File: config.mk
export PLATFORM = sky130hd
export DESIGN_NAME = aexp_top
export DESIGN_NICKNAME = d
export VERILOG_FILES = /design/src/aexp_pkg.sv /design/src/aexp_lh_bit.sv /design/src/aexp_top.sv
export SDC_FILE = /design/constraint.sdc
export NUM_CORES = 1
export LEC_CHECK = 0
export BUFFER_PORTS_ARGS = -buffer_cell sky130_fd_sc_hd__clkbuf_2
export CAP_MARGIN = 20
export CORE_MARGIN = 10
export CORE_UTILIZATION = 53
export CTS_BUF_LIST = sky130_fd_sc_hd__clkbuf_16
export DETAILED_ROUTE_END_ITERATION = 7
export GPL_ROUTABILITY_DRIVEN = 0
export PLACE_DENSITY = 0.84
export SLEW_MARGIN = 20
export SYNTH_ARGS = -nofsm -noshare
export SYNTH_HDL_FRONTEND = slang
export SYNTH_HIERARCHICAL = 1
export SYNTH_SLANG_ARGS = --single-unit
File: constraint.sdc
create_clock -name mclk -period 4.8 [get_ports mclk]
set_clock_uncertainty 0.05 [all_clocks]
set_input_delay 0.96 -clock mclk [delete_from_list [all_inputs] [get_ports mclk]]
set_output_delay 0.96 -clock mclk [all_outputs]
set_load 0.005 [all_outputs]
File: src/aexp_pkg.sv
// ==========================================================================
// Shared constants for the expansion status block
package aexp_pkg;

   // ==========================================================================
   // Register indices and byte addresses (byte address = index * 4)
   localparam logic [7:0]  IDX_LPA     = 8'h05;
   localparam logic [7:0]  IDX_EXP     = 8'h06;
   localparam logic [7:0]  IDX_CTRL    = 8'h10;
   localparam logic [7:0]  IDX_IRQ_STS = 8'h20;
   localparam logic [7:0]  IDX_IRQ_CLR = 8'h21;
   localparam logic [7:0]  IDX_IRQ_EN  = 8'h22;
   localparam logic [7:0]  ADDR_LPA     = {IDX_LPA[5:0], 2'b00};
   localparam logic [7:0]  ADDR_EXP     = {IDX_EXP[5:0], 2'b00};
   localparam logic [7:0]  ADDR_CTRL    = {IDX_CTRL[5:0], 2'b00};
   localparam logic [7:0]  ADDR_IRQ_STS = {IDX_IRQ_STS[5:0], 2'b00};
   localparam logic [7:0]  ADDR_IRQ_CLR = {IDX_IRQ_CLR[5:0], 2'b00};
   localparam logic [7:0]  ADDR_IRQ_EN  = {IDX_IRQ_EN[5:0], 2'b00};

   // ==========================================================================
   // Expansion register fields
   localparam int          RSV_MSB  = 15;
   localparam int          RSV_LSB  = 5;
   localparam int          B_PDF    = 4;
   localparam int          B_LPNP   = 3;
   localparam int          B_NPA    = 2;
   localparam int          B_PGRX   = 1;
   localparam int          B_LPAN   = 0;
   localparam int          B_LCW_NP = 15;
   localparam logic [15:0] EXP_RST  = 16'h0004;
   localparam logic [10:0] RSV_RST  = 11'h000;

   // ==========================================================================
   // Control and interrupt fields
   localparam int          B_OVR    = 15;
   localparam int          I_PDF    = 0;
   localparam int          I_PGRX   = 1;
   localparam int          I_LPAN   = 2;
   localparam int          IRQ_W    = 3;
   localparam logic [2:0]  IRQ_RST  = 3'h0;
   localparam logic [15:0] LPA_RST  = 16'h0000;
   localparam logic [1:0]  RESP_OK  = 2'b00;
   localparam logic [1:0]  RESP_ERR = 2'b10;

endpackage : aexp_pkg

File: src/aexp_lh_bit.sv
`timescale 1ns/100ps
// ==========================================================================
// Sticky bit: set wins over clear, resets to zero
module aexp_lh_bit
(
   input  wire logic mclk,
   input  wire logic sys_rst,
   input  wire logic set,
   input  wire logic clr,
   output logic      q
);
   logic q_next;

   // Set beats a clear in the same cycle so no event is lost
   always_comb
   begin
      q_next = set | (q & ~clr);
   end

   // Register
   always_ff @(posedge mclk)
   begin
      if (sys_rst)
         q <= 1'b0;
      else
         q <= q_next;
   end
endmodule : aexp_lh_bit

File: src/aexp_top.sv
`timescale 1ns/100ps
// Notes on behaviour
// - Reserved bits fifteen to five always read back as zero.
// - Reserved bit writes take effect only while the override bit is set.
// - Parallel detection fault bit sets when partner technology is ambiguous.
// - Parallel detection fault bit latches high once seen.
// - Partner next-page bit follows next-page bit of received control word.
// - Local next-page capability reads as constant one, also after reset.
// - Page received sets whenever a new control word is stored.
// - Reading the expansion register clears page received.
// - Partner autonegotiation bit sets on a valid pulse burst and stays set until reset.
// - Partner ability register loads from each received control word.
module aexp_top
   import aexp_pkg::*;
(
   input  wire logic        mclk,
   input  wire logic        sys_rst,
   input  wire logic [7:0]  s_axi_awaddr,
   input  wire logic        s_axi_awvalid,
   output logic             s_axi_awready,
   input  wire logic [31:0] s_axi_wdata,
   input  wire logic [3:0]  s_axi_wstrb,
   input  wire logic        s_axi_wvalid,
   output logic             s_axi_wready,
   output logic [1:0]       s_axi_bresp,
   output logic             s_axi_bvalid,
   input  wire logic        s_axi_bready,
   input  wire logic [7:0]  s_axi_araddr,
   input  wire logic        s_axi_arvalid,
   output logic             s_axi_arready,
   output logic [31:0]      s_axi_rdata,
   output logic [1:0]       s_axi_rresp,
   output logic             s_axi_rvalid,
   input  wire logic        s_axi_rready,
   input  wire logic        an_par_fault,
   input  wire logic        an_lcw_stb,
   input  wire logic [15:0] an_lcw_word,
   input  wire logic        an_flp_ok,
   output logic [10:0]      rsv_aux,
   output logic             irq
);

   // ==========================================================================
   // Declarations
   logic [7:0]  aw_addr_reg, aw_addr_next;
   logic        aw_have_reg, aw_have_next;
   logic [15:0] w_data_reg, w_data_next;
   logic [1:0]  w_strb_reg, w_strb_next;
   logic        w_have_reg, w_have_next;
   logic        awready_reg, awready_next;
   logic        wready_reg, wready_next;
   logic        bvalid_reg, bvalid_next;
   logic [1:0]  bresp_reg, bresp_next;
   logic        arready_reg, arready_next;
   logic        rvalid_reg, rvalid_next;
   logic [1:0]  rresp_reg, rresp_next;
   logic [15:0] rdata_reg, rdata_next;
   logic [10:0] rsv_reg, rsv_next;
   logic        ovr_reg, ovr_next;
   logic [15:0] lpa_reg, lpa_next;
   logic        lp_np_reg, lp_np_next;
   logic        lp_an_reg, lp_an_next;
   logic [2:0]  irq_en_reg, irq_en_next;
   logic        irq_reg, irq_next;
   logic        wr_do;
   logic        rd_take;
   logic        rd_exp;
   logic        wr_hit;
   logic [15:0] wr_mask;
   logic        pdf_q;
   logic        pgrx_q;
   logic [2:0]  irq_sts;
   logic [2:0]  irq_set;
   logic [2:0]  irq_clr;
   logic [15:0] exp_view;

   // ==========================================================================
   // Bus handshakes
   assign wr_do   = aw_have_reg & w_have_reg & ~bvalid_reg;
   assign rd_take = s_axi_arvalid & arready_reg;
   assign rd_exp  = rd_take & (s_axi_araddr == ADDR_EXP);
   assign wr_mask = {{8{w_strb_reg[1]}}, {8{w_strb_reg[0]}}};

   // Decode of the write address, used for the response code
   always_comb
   begin
      case (aw_addr_reg)
         ADDR_LPA, ADDR_EXP, ADDR_CTRL, ADDR_IRQ_STS, ADDR_IRQ_CLR, ADDR_IRQ_EN:
            wr_hit = 1'b1;
         default:
            wr_hit = 1'b0;
      endcase
   end

   // Write channels: address and data caught in either order
   always_comb
   begin
      aw_addr_next = aw_addr_reg;
      aw_have_next = aw_have_reg;
      w_data_next  = w_data_reg;
      w_strb_next  = w_strb_reg;
      w_have_next  = w_have_reg;
      bvalid_next  = bvalid_reg;
      bresp_next   = bresp_reg;
      if (s_axi_awvalid & awready_reg)
      begin
         aw_addr_next = s_axi_awaddr;
         aw_have_next = 1'b1;
      end
      if (s_axi_wvalid & wready_reg)
      begin
         w_data_next = s_axi_wdata[15:0];
         w_strb_next = s_axi_wstrb[1:0];
         w_have_next = 1'b1;
      end
      if (wr_do)
      begin
         aw_have_next = 1'b0;
         w_have_next  = 1'b0;
         bvalid_next  = 1'b1;
         bresp_next   = wr_hit ? RESP_OK : RESP_ERR;
      end
      else if (bvalid_reg & s_axi_bready)
      begin
         bvalid_next = 1'b0;
      end
      // Ready only while the holding slot is free
      awready_next = ~aw_have_next;
      wready_next  = ~w_have_next;
   end

   // Register writes; reserved and read-only bits of other registers ignore
   always_comb
   begin
      rsv_next    = rsv_reg;
      ovr_next    = ovr_reg;
      irq_en_next = irq_en_reg;
      irq_clr     = IRQ_RST;
      if (wr_do)
      begin
         case (aw_addr_reg)
            ADDR_EXP:
            begin
               if (ovr_reg)
                  rsv_next = (rsv_reg & ~wr_mask[RSV_MSB:RSV_LSB])
                           | (w_data_reg[RSV_MSB:RSV_LSB] & wr_mask[RSV_MSB:RSV_LSB]);
            end
            ADDR_CTRL:
               if (w_strb_reg[1])
                  ovr_next = w_data_reg[B_OVR];
            ADDR_IRQ_CLR:
               if (w_strb_reg[0])
                  irq_clr = w_data_reg[IRQ_W-1:0];
            ADDR_IRQ_EN:
               if (w_strb_reg[0])
                  irq_en_next = w_data_reg[IRQ_W-1:0];
            default:
               ;
         endcase
      end
   end

   // ==========================================================================
   // Auto-negotiation status
   always_comb
   begin
      lpa_next   = lpa_reg;
      lp_np_next = lp_np_reg;
      lp_an_next = lp_an_reg;
      if (an_lcw_stb)
         lpa_next = an_lcw_word;
      if (an_lcw_stb)
         lp_np_next = an_lcw_word[B_LCW_NP];
      if (an_flp_ok)
         lp_an_next = 1'b1;
   end

   // latched until read, read clears only once condition gone
   aexp_lh_bit u_pdf
   (
      .mclk    (mclk),
      .sys_rst (sys_rst),
      .set     (an_par_fault),
      .clr     (rd_exp),
      .q       (pdf_q)
   );

   // stored control word raises page received
   // read of the expansion register clears it
   aexp_lh_bit u_pgrx
   (
      .mclk    (mclk),
      .sys_rst (sys_rst),
      .set     (an_lcw_stb),
      .clr     (rd_exp),
      .q       (pgrx_q)
   );

   always_comb
   begin
      exp_view         = EXP_RST;
      exp_view[B_PDF]  = pdf_q;
      exp_view[B_LPNP] = lp_np_reg;
      exp_view[B_PGRX] = pgrx_q;
      exp_view[B_LPAN] = lp_an_reg;
   end

   // ==========================================================================
   // Interrupt status: event sets win over software clears
   assign irq_set[I_PDF]  = an_par_fault & ~pdf_q;
   assign irq_set[I_PGRX] = an_lcw_stb;
   assign irq_set[I_LPAN] = an_flp_ok & ~lp_an_reg;

   generate
      for (genvar i = 0; i < IRQ_W; i++)
      begin : g_irq
         aexp_lh_bit u_sts
         (
            .mclk    (mclk),
            .sys_rst (sys_rst),
            .set     (irq_set[i]),
            .clr     (irq_clr[i]),
            .q       (irq_sts[i])
         );
      end
   endgenerate

   // One cycle behind the status bits, kept registered for a clean output
   always_comb
   begin
      irq_next = |(irq_sts & irq_en_reg);
   end

   // ==========================================================================
   // Read channel; the read value is taken before the side-effect clear
   always_comb
   begin
      rvalid_next = rvalid_reg;
      rdata_next  = rdata_reg;
      rresp_next  = rresp_reg;
      if (rd_take)
      begin
         rvalid_next = 1'b1;
         rresp_next  = RESP_OK;
         case (s_axi_araddr)
            ADDR_LPA:     rdata_next = lpa_reg;
            ADDR_EXP:     rdata_next = exp_view;
            ADDR_CTRL:    rdata_next = {ovr_reg, 15'h0000};
            ADDR_IRQ_STS: rdata_next = {13'h0000, irq_sts};
            ADDR_IRQ_CLR: rdata_next = 16'h0000;
            ADDR_IRQ_EN:  rdata_next = {13'h0000, irq_en_reg};
            default:
            begin
               rdata_next = 16'h0000;
               rresp_next = RESP_ERR;
            end
         endcase
      end
      else if (rvalid_reg & s_axi_rready)
      begin
         rvalid_next = 1'b0;
      end
      arready_next = ~rvalid_next;
   end

   // ==========================================================================
   // registers, reset values
   always_ff @(posedge mclk)
   begin
      if (sys_rst)
      begin
         aw_addr_reg <= 8'h00;
         aw_have_reg <= 1'b0;
         w_data_reg  <= 16'h0000;
         w_strb_reg  <= 2'b00;
         w_have_reg  <= 1'b0;
         awready_reg <= 1'b0;
         wready_reg  <= 1'b0;
         bvalid_reg  <= 1'b0;
         bresp_reg   <= RESP_OK;
         arready_reg <= 1'b0;
         rvalid_reg  <= 1'b0;
         rresp_reg   <= RESP_OK;
         rdata_reg   <= 16'h0000;
         rsv_reg     <= RSV_RST;
         ovr_reg     <= 1'b0;
         lpa_reg     <= LPA_RST;
         lp_np_reg   <= 1'b0;
         lp_an_reg   <= 1'b0;
         irq_en_reg  <= IRQ_RST;
         irq_reg     <= 1'b0;
      end
      else
      begin
         aw_addr_reg <= aw_addr_next;
         aw_have_reg <= aw_have_next;
         w_data_reg  <= w_data_next;
         w_strb_reg  <= w_strb_next;
         w_have_reg  <= w_have_next;
         awready_reg <= awready_next;
         wready_reg  <= wready_next;
         bvalid_reg  <= bvalid_next;
         bresp_reg   <= bresp_next;
         arready_reg <= arready_next;
         rvalid_reg  <= rvalid_next;
         rresp_reg   <= rresp_next;
         rdata_reg   <= rdata_next;
         rsv_reg     <= rsv_next;
         ovr_reg     <= ovr_next;
         lpa_reg     <= lpa_next;
         lp_np_reg   <= lp_np_next;
         lp_an_reg   <= lp_an_next;
         irq_en_reg  <= irq_en_next;
         irq_reg     <= irq_next;
      end
   end

   // Outputs straight from flip-flops
   assign s_axi_awready = awready_reg;
   assign s_axi_wready  = wready_reg;
   assign s_axi_bvalid  = bvalid_reg;
   assign s_axi_bresp   = bresp_reg;
   assign s_axi_arready = arready_reg;
   assign s_axi_rvalid  = rvalid_reg;
   assign s_axi_rresp   = rresp_reg;
   assign s_axi_rdata   = {16'h0000, rdata_reg};
   assign rsv_aux       = rsv_reg;
   assign irq           = irq_reg;
endmodule : aexp_top

==> results of run 1 <==
[Yosys cell counts, types with 4 or more instances]
cell type / count / share of area (%)
buf_6: 5 / 1.5
nor2_1: 40 / 4.0
o21ai_0: 13 / 1.7
mux2i_1: 19 / 5.1
and2_1: 7 / 1.2
a211oi_1: 4 / 0.81
nor2b_1: 9 / 1.5
dfxtp_1: 87 / 47
inv_1: 5 / 0.50
buf_4: 20 / 4.0
a21oi_2: 5 / 1.2
nand3_1: 14 / 1.9
clkbuf_1: 13 / 1.3
a21oi_1: 42 / 5.6
a22oi_1: 10 / 2.0
nand2b_1: 11 / 1.8
nand2_1: 54 / 5.4
nand3b_1: 7 / 1.4
a22o_1: 4 / 0.94
[layer usage]
layer  wire (um)  part of all wire, %  vias to the layer above  GRT usage, %
li1            -                    -                     1578             -
met1        4040                   45                     1489          20.1
met2        4220                   47                      117          25.7
met3         653                  7.2                       10          5.08
met4         107                  1.2                        0          5.37
met5           0                    0                        -             0
[cell usage in the layout, fill, tap and decap left out, types with 3 or more instances in the layout]
| cell | count |
|---|---|
| and2_1 | 7 |
| nand2b_1 | 11 |
| conb_1 | 18 |
| nor2_1 | 40 |
| a32o_1 | 3 |
| mux2i_1 | 19 |
| nor2b_1 | 9 |
| clkbuf_2 | 92 |
| nand2_1 | 54 |
| a22o_1 | 4 |
| o31ai_1 | 3 |
| nor4_1 | 3 |
| nor3_1 | 3 |
| clkbuf_16 | 9 |
| inv_1 | 5 |
| nand3b_1 | 7 |
| a22oi_1 | 10 |
| o21ai_0 | 13 |
| a21oi_1 | 42 |
| a21oi_2 | 5 |
| dfxtp_1 | 87 |
| a211oi_1 | 4 |
| nand3_1 | 14 |
[metrics by stage]
stage | instance area (um2) | worst slack (ps) | utilization [%]
final | 4410 | 2380 | 64.9
after detailed placement | 4090 | 2080 | 60.1
after floorplan | 3780 | 2380 | -
after global routing | 4410 | 2320 | 64.9
after CTS | 4410 | 2420 | 64.9
after global placement | 4090 | 2070 | 60.1
[worst max-delay path by stage]
stage / cells after the start / end / slack (ps) / start
floorplan: 5 / s_axi_rresp[1]$_SDFFE_PP0P_ / 2380 / s_axi_araddr[6]
global placement: 5 / rdata_reg[3]$_SDFFE_PP0P_ / 2070 / s_axi_araddr[6]
detailed placement: 5 / rdata_reg[4]$_SDFFE_PP0P_ / 2080 / s_axi_araddr[6]
CTS: 5 / rdata_reg[4]$_SDFFE_PP0P_ / 2420 / s_axi_araddr[6]
global route: 5 / rdata_reg[4]$_SDFFE_PP0P_ / 2320 / s_axi_araddr[6]
finish: 5 / rdata_reg[4]$_SDFFE_PP0P_ / 2380 / s_axi_araddr[6]
[worst max-delay path, cell delays in order]
cell,delay [ps]
clkbuf_2,110
or4_4,630
a211o_2,360
a211oi_2,370
a32o_1,220
[kinds of logic (layout without fill, tap and decap cells)]
| kind of cell | count (synthesis) | in the layout |
|---|---|---|
| and+or+nand+nor | 169 | 169 |
| xor gates and xnor gates | 1 | 1 |
| muxes | 19 | 19 |
| buffers and inverters | 46 | 114 |
| DFF | 87 | 87 |
| other | 1 | 18 |
| AOI/OAI and AO/OA | 93 | 93 |
[layout make-up]
| class | count | area [um2] | share of cell area (%) |
|---|---|---|---|
| Sequential cell | 87 | 1740 | 39.5 |
| Multi-Input combinational cell | 300 | 1740 | 39.4 |
| Timing Repair Buffer | 93 | 468 | 10.6 |
| Clock buffer | 9 | 225 | 5.11 |
| Tap cell | 96 | 120 | 2.73 |
| Clock inverter | 7 | 96.3 | 2.19 |
| Inverter | 5 | 18.8 | 0.426 |
[power by group]
part	internal, W	switching (W)	total, W
sequential	0.000750	0.0000207	0.000770
clock	0.000456	0.000284	0.000740
combinational	0.0000523	0.0000738	0.000126
==> impl_metrics.tcl, run 1 <==
set metrics [dict create \
    outcome "finished clean" \
    synth-main-ff-cell "dfxtp_1" \
    hp-class "flip-flop to flip-flop" \
    synth_simple_gate_area_share_pct 23.3 \
    cp-end-kind "flip-flop" \
    grt_pass1_wl_um 14900 \
    muxShareOfSynthArea_pct 5.11 \
    synth_warnings 6 \
    holdPathEnd "aw_addr_reg[0]$_SDFFE_PP0P_" \
    total_power_w 0.00164 \
    post-cts-setup-buffers 0 \
    grt_max_degree 66 \
    cts_resized 0 \
    viasPerCell 5.35 \
    cts-root-buf "clkbuf_16" \
    fillers 570 \
    ios 131 \
    rsz0062_at_grt "false" \
    hold_viol_final 0 \
    syn_area_per_cell_um2 8.94 \
    cts_hold_buf 0 \
    reg2reg_depth 6 \
    final_nets 574 \
    synth_fa_ha_area_share_pct 0 \
    grt-ovfl-total 0 \
    row_count 30 \
    synth_cell_types 49 \
    htreeDepth 3 \
    synth_seq_cells 87 \
    cts_tree "built" \
    portBuffers 92 \
    die_w_um 104 \
    synth_compound_area_share_pct 16.2 \
    finalCritPeriodShare_pct 50.5 \
    tns_ps 0 \
    fin_cells 597 \
    r2r_slack_ps 2670 \
    whs_ps 407 \
    syn-cell-area_um2 3720 \
    crit_path_max_fanout 11 \
    drive_gt1_share_pct 24.4 \
    remaining_drc_errors 0 \
    ys_seq_area_share_pct 46.8 \
    worstReg2RegStart "aw_addr_reg[5]$_SDFFE_PP0P_" \
    tightest_slew_ps 769 \
    initial_utilization_pct 54.8 \
    first_global_vias 3084 \
    dieArea_um2 10800 \
    final.min_clock_period_ps 2420 \
    antenna_cells 0 \
    hold_path_depth 2 \
    r2r-end "g_irq[1].u_sts/q$_SDFF_PP0_" \
    vias 3194 \
    cts_made_buffers 9 \
    power.density_nw_per_um2 371 \
    grt_usage_pct 16.1 \
    clk_latency_ps 330 \
    synth_edf_count 0 \
    setup_viol 0 \
    areaGrowthSynthToFinish_pct 18.4 \
    core_area_um2 6790 \
    startpoint_type "input port" \
    postSynthCellCount 416 \
    place_inst 581 \
    cp.required_ps 5020 \
    report.final.slew_viol_count 0 \
    die_h_um 104 \
    antenna_left 0 \
    p_leak_nw 1.87 \
    synth_top_family_by_area "simple AND/OR/NAND/NOR gates" \
    cp_data_arrival_time_ps 2650 \
    clockBufferDepth 2 \
    max_freq_mhz 413 \
    async_flop_share_pct 0 \
    drt_iter0_markers 160 \
    first_pass_iters 5 \
    totalWireLength_um 9030 \
    hp-start "aw_addr_reg[0]$_SDFFE_PP0P_" \
    synth_xor_area_share_pct 0.235 \
    maxCapViolations 0 \
    clkSinkCount 87 \
    wl_per_cell_um 15.1 \
    slew_headroom_pct 48.3 \
    clk_pin_slew_ps 60 \
    dp_hpwl_um 6540 \
    antenna_found_initial 0 \
    crit_type "input port to flip-flop" \
    irDropWorstVdd_uv 207 \
]
Power figures use the tool's default switching activity.
==> run 2: changes to the inputs <==
Settings changed: ABC_AREA from default to 1, CORE_UTILIZATION 53 to 49, PLACE_DENSITY 0.84 to 0.79.
Clock period 4.8 ns to 2.3 ns, I/O delays scaled along.
==> impl_metrics.tcl, run 2 <==
set metrics [dict create \
    htreeDepth 3 \
    tightest_slew_ps 560 \
    postSynthCellCount 490 \
    r2r-end "irq_en_reg[0]$_SDFFE_PP0P_" \
    cts-root-buf "clkbuf_16" \
    power.density_nw_per_um2 761 \
    fin_area_um2 4420 \
    synth_seq_cells 87 \
    finalCritPeriodShare_pct 66.1 \
    synth_compound_area_share_pct 16.6 \
    hold_viol_final 0 \
    busiest_layer "met2" \
    ys_seq_area_share_pct 47.7 \
    synth_top_cells_by_count "97 x nor2_1, 87 x dfxtp_1, 69 x o21ai_0" \
    crit_path_max_incr_delay_ps 350 \
    vias 3263 \
    dp_hpwl_um 6420 \
    die_w_um 106 \
    fillers 662 \
    rsz0062_at_grt "false" \
    synth_cell_types 27 \
    cp_data_arrival_time_ps 1690 \
    clk_latency_ps 330 \
    totalWireLength_um 8590 \
    placed_cell_area_um2 4120 \
    yosys.area.top_type "dfxtp_1" \
    report.final.slew_viol_count 0 \
    cp-end-kind "flip-flop" \
    p_leak_nw 2.06 \
    slew_headroom_pct 62.6 \
    synth.area.top_cells "dfxtp_1 48%, nor2_1 10%, o21ai_0 9.5%, nand2_1 6.0%, inv_1 5.5%" \
    grt_max_degree 70 \
    final_nets 659 \
    cts_hold_buf 0 \
    wl_per_cell_um 12.5 \
    tns_ps 0 \
    maxCapViolations 0 \
    synth_fa_ha_area_share_pct 0 \
    final_cell_mix "97 x nor2_1, 92 x clkbuf_2, 87 x dfxtp_1" \
    synth_simple_gate_area_share_pct 23.6 \
    final_common_cell "nor2_1" \
    hp-class "input port to flip-flop" \
    crit_type "flip-flop to flip-flop" \
    register_area_um2 1740 \
    startpoint_type "flip-flop" \
    r2r_slack_ps 780 \
    synth_edf_count 0 \
    grt_usage_pct 14.8 \
    globalRouteMet1Util_pct 17.4 \
    yosys.area.top_type_share_pct 47.7 \
    drive_gt1_share_pct 23.5 \
    muxShareOfSynthArea_pct 0 \
    synth.most_common_cell "nor2_1" \
    worstReg2RegStart "aw_have_reg$_SDFF_PP0_" \
    worstPathCellList "nand2_1 > nor2_2 > nand2_1 > nor3_2 > inv_1 > nor2_1 > nor2_1" \
    multi_input_area_um2 1540 \
    antenna_found_initial 0 \
    cts_resized 0 \
    clockBufferDepth 2 \
    clkSinkCount 87 \
    final.min_clock_period_ps 1520 \
    syn-cell-area_um2 3650 \
    core_area_um2 7250 \
    row_count 31 \
    holdPathEnd "lpa_reg[10]$_SDFFE_PP0P_" \
    synth_xor_area_share_pct 0 \
    crit_path_max_fanout 4 \
    antenna_left 0 \
    antenna_cells 0 \
    gr-usage-met3_pct 4.41 \
    hold_path_depth 3 \
    post-cts-setup-buffers 0 \
    initial_utilization_pct 50.3 \
    clk_pin_slew_ps 60 \
    viasPerCell 4.76 \
    die_h_um 106 \
    remaining_drc_errors 0 \
    irDropWorstVdd_uv 517 \
    grt_pass1_wl_um 14200 \
    portBuffers 92 \
    reg2reg_depth 7 \
    met2_usage_pct 24.7 \
    max_freq_mhz 658 \
    async_flop_share_pct 0 \
    first_global_vias 3068 \
    first_pass_iters 4 \
    synth_warnings 6 \
    dieArea_um2 11300 \
    outcome "finished clean" \
    syn_area_per_cell_um2 7.45 \
    drt_iter0_markers 150 \
    synth_top_family_by_area "simple AND/OR/NAND/NOR gates" \
    cp.required_ps 2470 \
    cts_tree "built" \
    hp-start "an_lcw_word[10]" \
    areaGrowthSynthToFinish_pct 21.2 \
    cts_made_buffers 9 \
    grt-ovfl-total 0 \
    setup_viol 0 \
    ios 131 \
    cp_slowest_cell "dfxtp_1" \
    synth-main-ff-cell "dfxtp_1" \
]
[run 2: changes by cell type after synthesis, moves of 8 or more]
| cell | previous run | this run |
|---|---|---|
| mux2i_1 | 19 | 0 |
| nand2b_1 | 11 | 0 |
| inv_1 | 5 | 53 |
| nand3_1 | 14 | 23 |
| nor2b_1 | 9 | 0 |
| nor2_1 | 40 | 97 |
| a21oi_1 | 42 | 34 |
| o21ai_0 | 13 | 69 |
| a22oi_1 | 10 | 0 |
[run 2: layout make-up]
cell class	instances	share of cell area (%)
Clock buffer	9	5.09
Clock inverter	7	1.64
Inverter	56	4.75
Multi-Input combinational cell	328	34.7
Sequential cell	87	39.4
Tap cell	99	2.80
Timing Repair Buffer	99	11.6
[run 2: critical path, delay by kind of cell (launching register included)]
kind | cells | cell delay [ps]
buffers and inverters | 1 | 130
flip-flops | 1 | 350
AND/OR/NAND/NOR | 6 | 890
[run 2: layer usage]
metal / wire length, um / vias to the layer above
met5: 0 / -
met4: 114 / 0
met3: 540 / 10
met2: 4220 / 72
met1: 3720 / 1472
li1: - / 1709
[run 2: worst max-delay path by stage]
stage	to	slack, ps	from	depth (start not counted)
after floorplan	rdata_reg[3]$_SDFFE_PP0P_	970	s_axi_araddr[0]	9
after global placement	rdata_reg[4]$_SDFFE_PP0P_	680	s_axi_araddr[3]	10
after detailed placement	rdata_reg[1]$_SDFFE_PP0P_	620	s_axi_araddr[6]	8
after CTS	irq_en_reg[0]$_SDFFE_PP0P_	800	aw_have_reg$_SDFF_PP0_	7
after global routing	irq_en_reg[0]$_SDFFE_PP0P_	660	aw_have_reg$_SDFF_PP0_	7
final	irq_en_reg[0]$_SDFFE_PP0P_	780	aw_have_reg$_SDFF_PP0_	7
[run 2: per-stage QoR]
stage	setup WS, ps	std cells	util [%]	hold slack [ps]	total power [W]
2_1_floorplan	969	507	-	384	0.00187
3_3_place_gp	682	669	56.9	385	0.00196
3_5_place_dp	625	669	56.9	387	0.00197
4_1_cts	799	685	61.0	299	0.00339
5_1_grt	663	685	61.0	304	0.00351
6_report	780	685	61.0	302	0.00336
[run 2: cell families after synthesis]
kind of cell           Yosys count
DFF                             87
buffers and inverters           92
AOI/OAI and AO/OA              114
and+or+nand+nor                196
other                            1
[run 2: power breakdown]
| group | switching [W] | total (W) | leakage (nW) | internal, W |
|---|---|---|---|---|
| registers | 0.0000443 | 0.00163 | 0.714 | 0.00159 |
| logic | 0.000185 | 0.000307 | 1.20 | 0.000122 |
| clock network | 0.000582 | 0.00142 | 0.142 | 0.000842 |
==> run 3: changes to the inputs <==
Settings changed: CORE_UTILIZATION 49 to 45, PLACE_DENSITY 0.79 to 0.76.
Clock period 2.3 ns to 1.2 ns, I/O delays scaled along.
==> impl_metrics.tcl, run 3 (synthesis gave the netlist of run 2 again) <==
set metrics [dict create \
    outcome "finished with violations" \
    violations "negative setup slack" \
    rsz0062_at_grt "true" \
    row_count 32 \
    drive_gt1_share_pct 31.3 \
    cts_hold_buf 0 \
    reg2reg_depth 6 \
    clkSinkCount 87 \
    clk_latency_ps 330 \
    dp_hpwl_um 6950 \
    cts_tree "built" \
    htreeDepth 3 \
    viasPerCell 4.82 \
    grt_usage_pct 15.3 \
    hold_path_depth 3 \
    cp-end-kind "flip-flop" \
    portBuffers 92 \
    antenna_cells 0 \
    whs_ps 79.5 \
    grt-ovfl-total 0 \
    first_global_vias 3382 \
    ios 131 \
    finalCritPeriodShare_pct 114 \
    drt_iter0_markers 127 \
    setup_ws_ps -168 \
    vias 3462 \
    irDropWorstVdd_uv 776 \
    seqPwrFrac_pct 46.3 \
    final_common_cell "nor2_1" \
    p_leak_nw 2.23 \
    clk_pin_slew_ps 60 \
    cts_made_buffers 9 \
    grt_pass1_wl_um 15000 \
    r2r_slack_ps -170 \
    cp_data_arrival_time_ps 1540 \
    die_w_um 110 \
    wl_per_cell_um 13.1 \
    netSwitchingPower_w 0.00161 \
    setup_viol 19 \
    first_pass_iters 4 \
    crit_type "flip-flop to flip-flop" \
    hold_viol_final 0 \
    maxCapViolations 0 \
    grt_max_degree 37 \
    areaGrowthSynthToFinish_pct 31.9 \
    crit_path_max_fanout 8 \
    power_frac_comb_pct 10.1 \
    hp-start "an_lcw_word[11]" \
    final_nets 690 \
    sw_frac_of_total_pct 23.7 \
    cp.required_ps 1370 \
    final_cell_mix "94 x nor2_1, 91 x clkbuf_2, 81 x dfxtp_1" \
    cts-root-buf "clkbuf_16" \
    dieArea_um2 12100 \
    holdPathEnd "lpa_reg[11]$_SDFFE_PP0P_" \
    initial_utilization_pct 46.7 \
    report.final.slew_viol_count 0 \
    antenna_left 0 \
    antenna_found_initial 0 \
    core_area_um2 7810 \
    final.min_clock_period_ps 1370 \
    remaining_drc_errors 0 \
    dp_slack_ps -212 \
    worstReg2RegStart "aw_addr_reg[6]$_SDFFE_PP0P_" \
    hp-class "input port to flip-flop" \
    fillers 698 \
    die_h_um 110 \
    clockBufferDepth 2 \
    max_freq_mhz 731 \
    power.density_nw_per_um2 1410 \
    startpoint_type "flip-flop" \
    p_int_w 0.00518 \
    pwr-share-clk_pct 43.6 \
    totalWireLength_um 9400 \
]
[run 3: per-stage QoR]
step                power, W  TNS (ps)  util, %  std cells  area (um2)
finish               0.00679     -2090     61.7        719        4810
CTS                  0.00682     -1770     60.6        716        4730
global placement     0.00382     -2850     55.7        696        4350
global route         0.00706     -3920     61.7        719        4810
floorplan            0.00358     -79.6        -        507        3710
detailed placement   0.00385     -3920     55.7        696        4350
[run 3: routing by layer]
metal  vias to the layer above  track usage (%)  part of all wire [%]  wire length (um)
met5                         -                0                     0                 0
met4                         0             6.60                   1.8               167
met3                        14             3.02                   6.1               573
met2                        90             26.4                    51              4760
met1                      1574             18.0                    42              3900
li1                       1784                -                     -                 -
[run 3: area by class of cell]
type / instances / area [um2] / share of cell area (%)
flip-flops and latches: 87 / 1750 / 36.3
well taps: 102 / 128 / 2.65
repair buffers: 129 / 797 / 16.6
multi-input cells: 329 / 1610 / 33.4
clock inverters: 7 / 96.3 / 2.00
clock buffers: 9 / 225 / 4.68
inverters: 56 / 210 / 4.37
[run 3: worst max path at each step]
stage | startpoint | end | slack (ps)
3_3_place_gp | aw_addr_reg[6]$_SDFFE_PP0P_ | flip-flop | -160
4_1_cts | aw_addr_reg[0]$_SDFFE_PP0P_ | flip-flop | -150
5_1_grt | aw_addr_reg[5]$_SDFFE_PP0P_ | flip-flop | -260
2_1_floorplan | aw_addr_reg[6]$_SDFFE_PP0P_ | flip-flop | -40
3_5_place_dp | aw_addr_reg[6]$_SDFFE_PP0P_ | flip-flop | -210
6_report | aw_addr_reg[6]$_SDFFE_PP0P_ | flip-flop | -170
[run 3: critical path, stage by stage, from the launching register on]
cell     delay [ps]
dfxtp_2         320
inv_2            60
nand4_1         180
nor2_4          240
nand3_4         180
o21ai_2         170
a21oi_1          50
[run 3: power by group through the flow]
stage | registers, W | logic (W) | clock network [W]
6_report | 0.00314 | 0.000687 | 0.00296
5_1_grt | 0.00316 | 0.000778 | 0.00312
4_1_cts | 0.00314 | 0.000669 | 0.00301
3_5_place_dp | 0.00320 | 0.000651 | 0
3_3_place_gp | 0.00319 | 0.000634 | 0
2_1_floorplan | 0.00318 | 0.000404 | 0
[run 3: what timing repair did]
item                                   4_1_cts  5_1_grt
setup buffers                                3        3
pin swaps                                    9       10
setup endpoints to repair                   19       29
resized for setup                           24       19
cloned                                       1        0
endpoints found under the hold margin        0        0
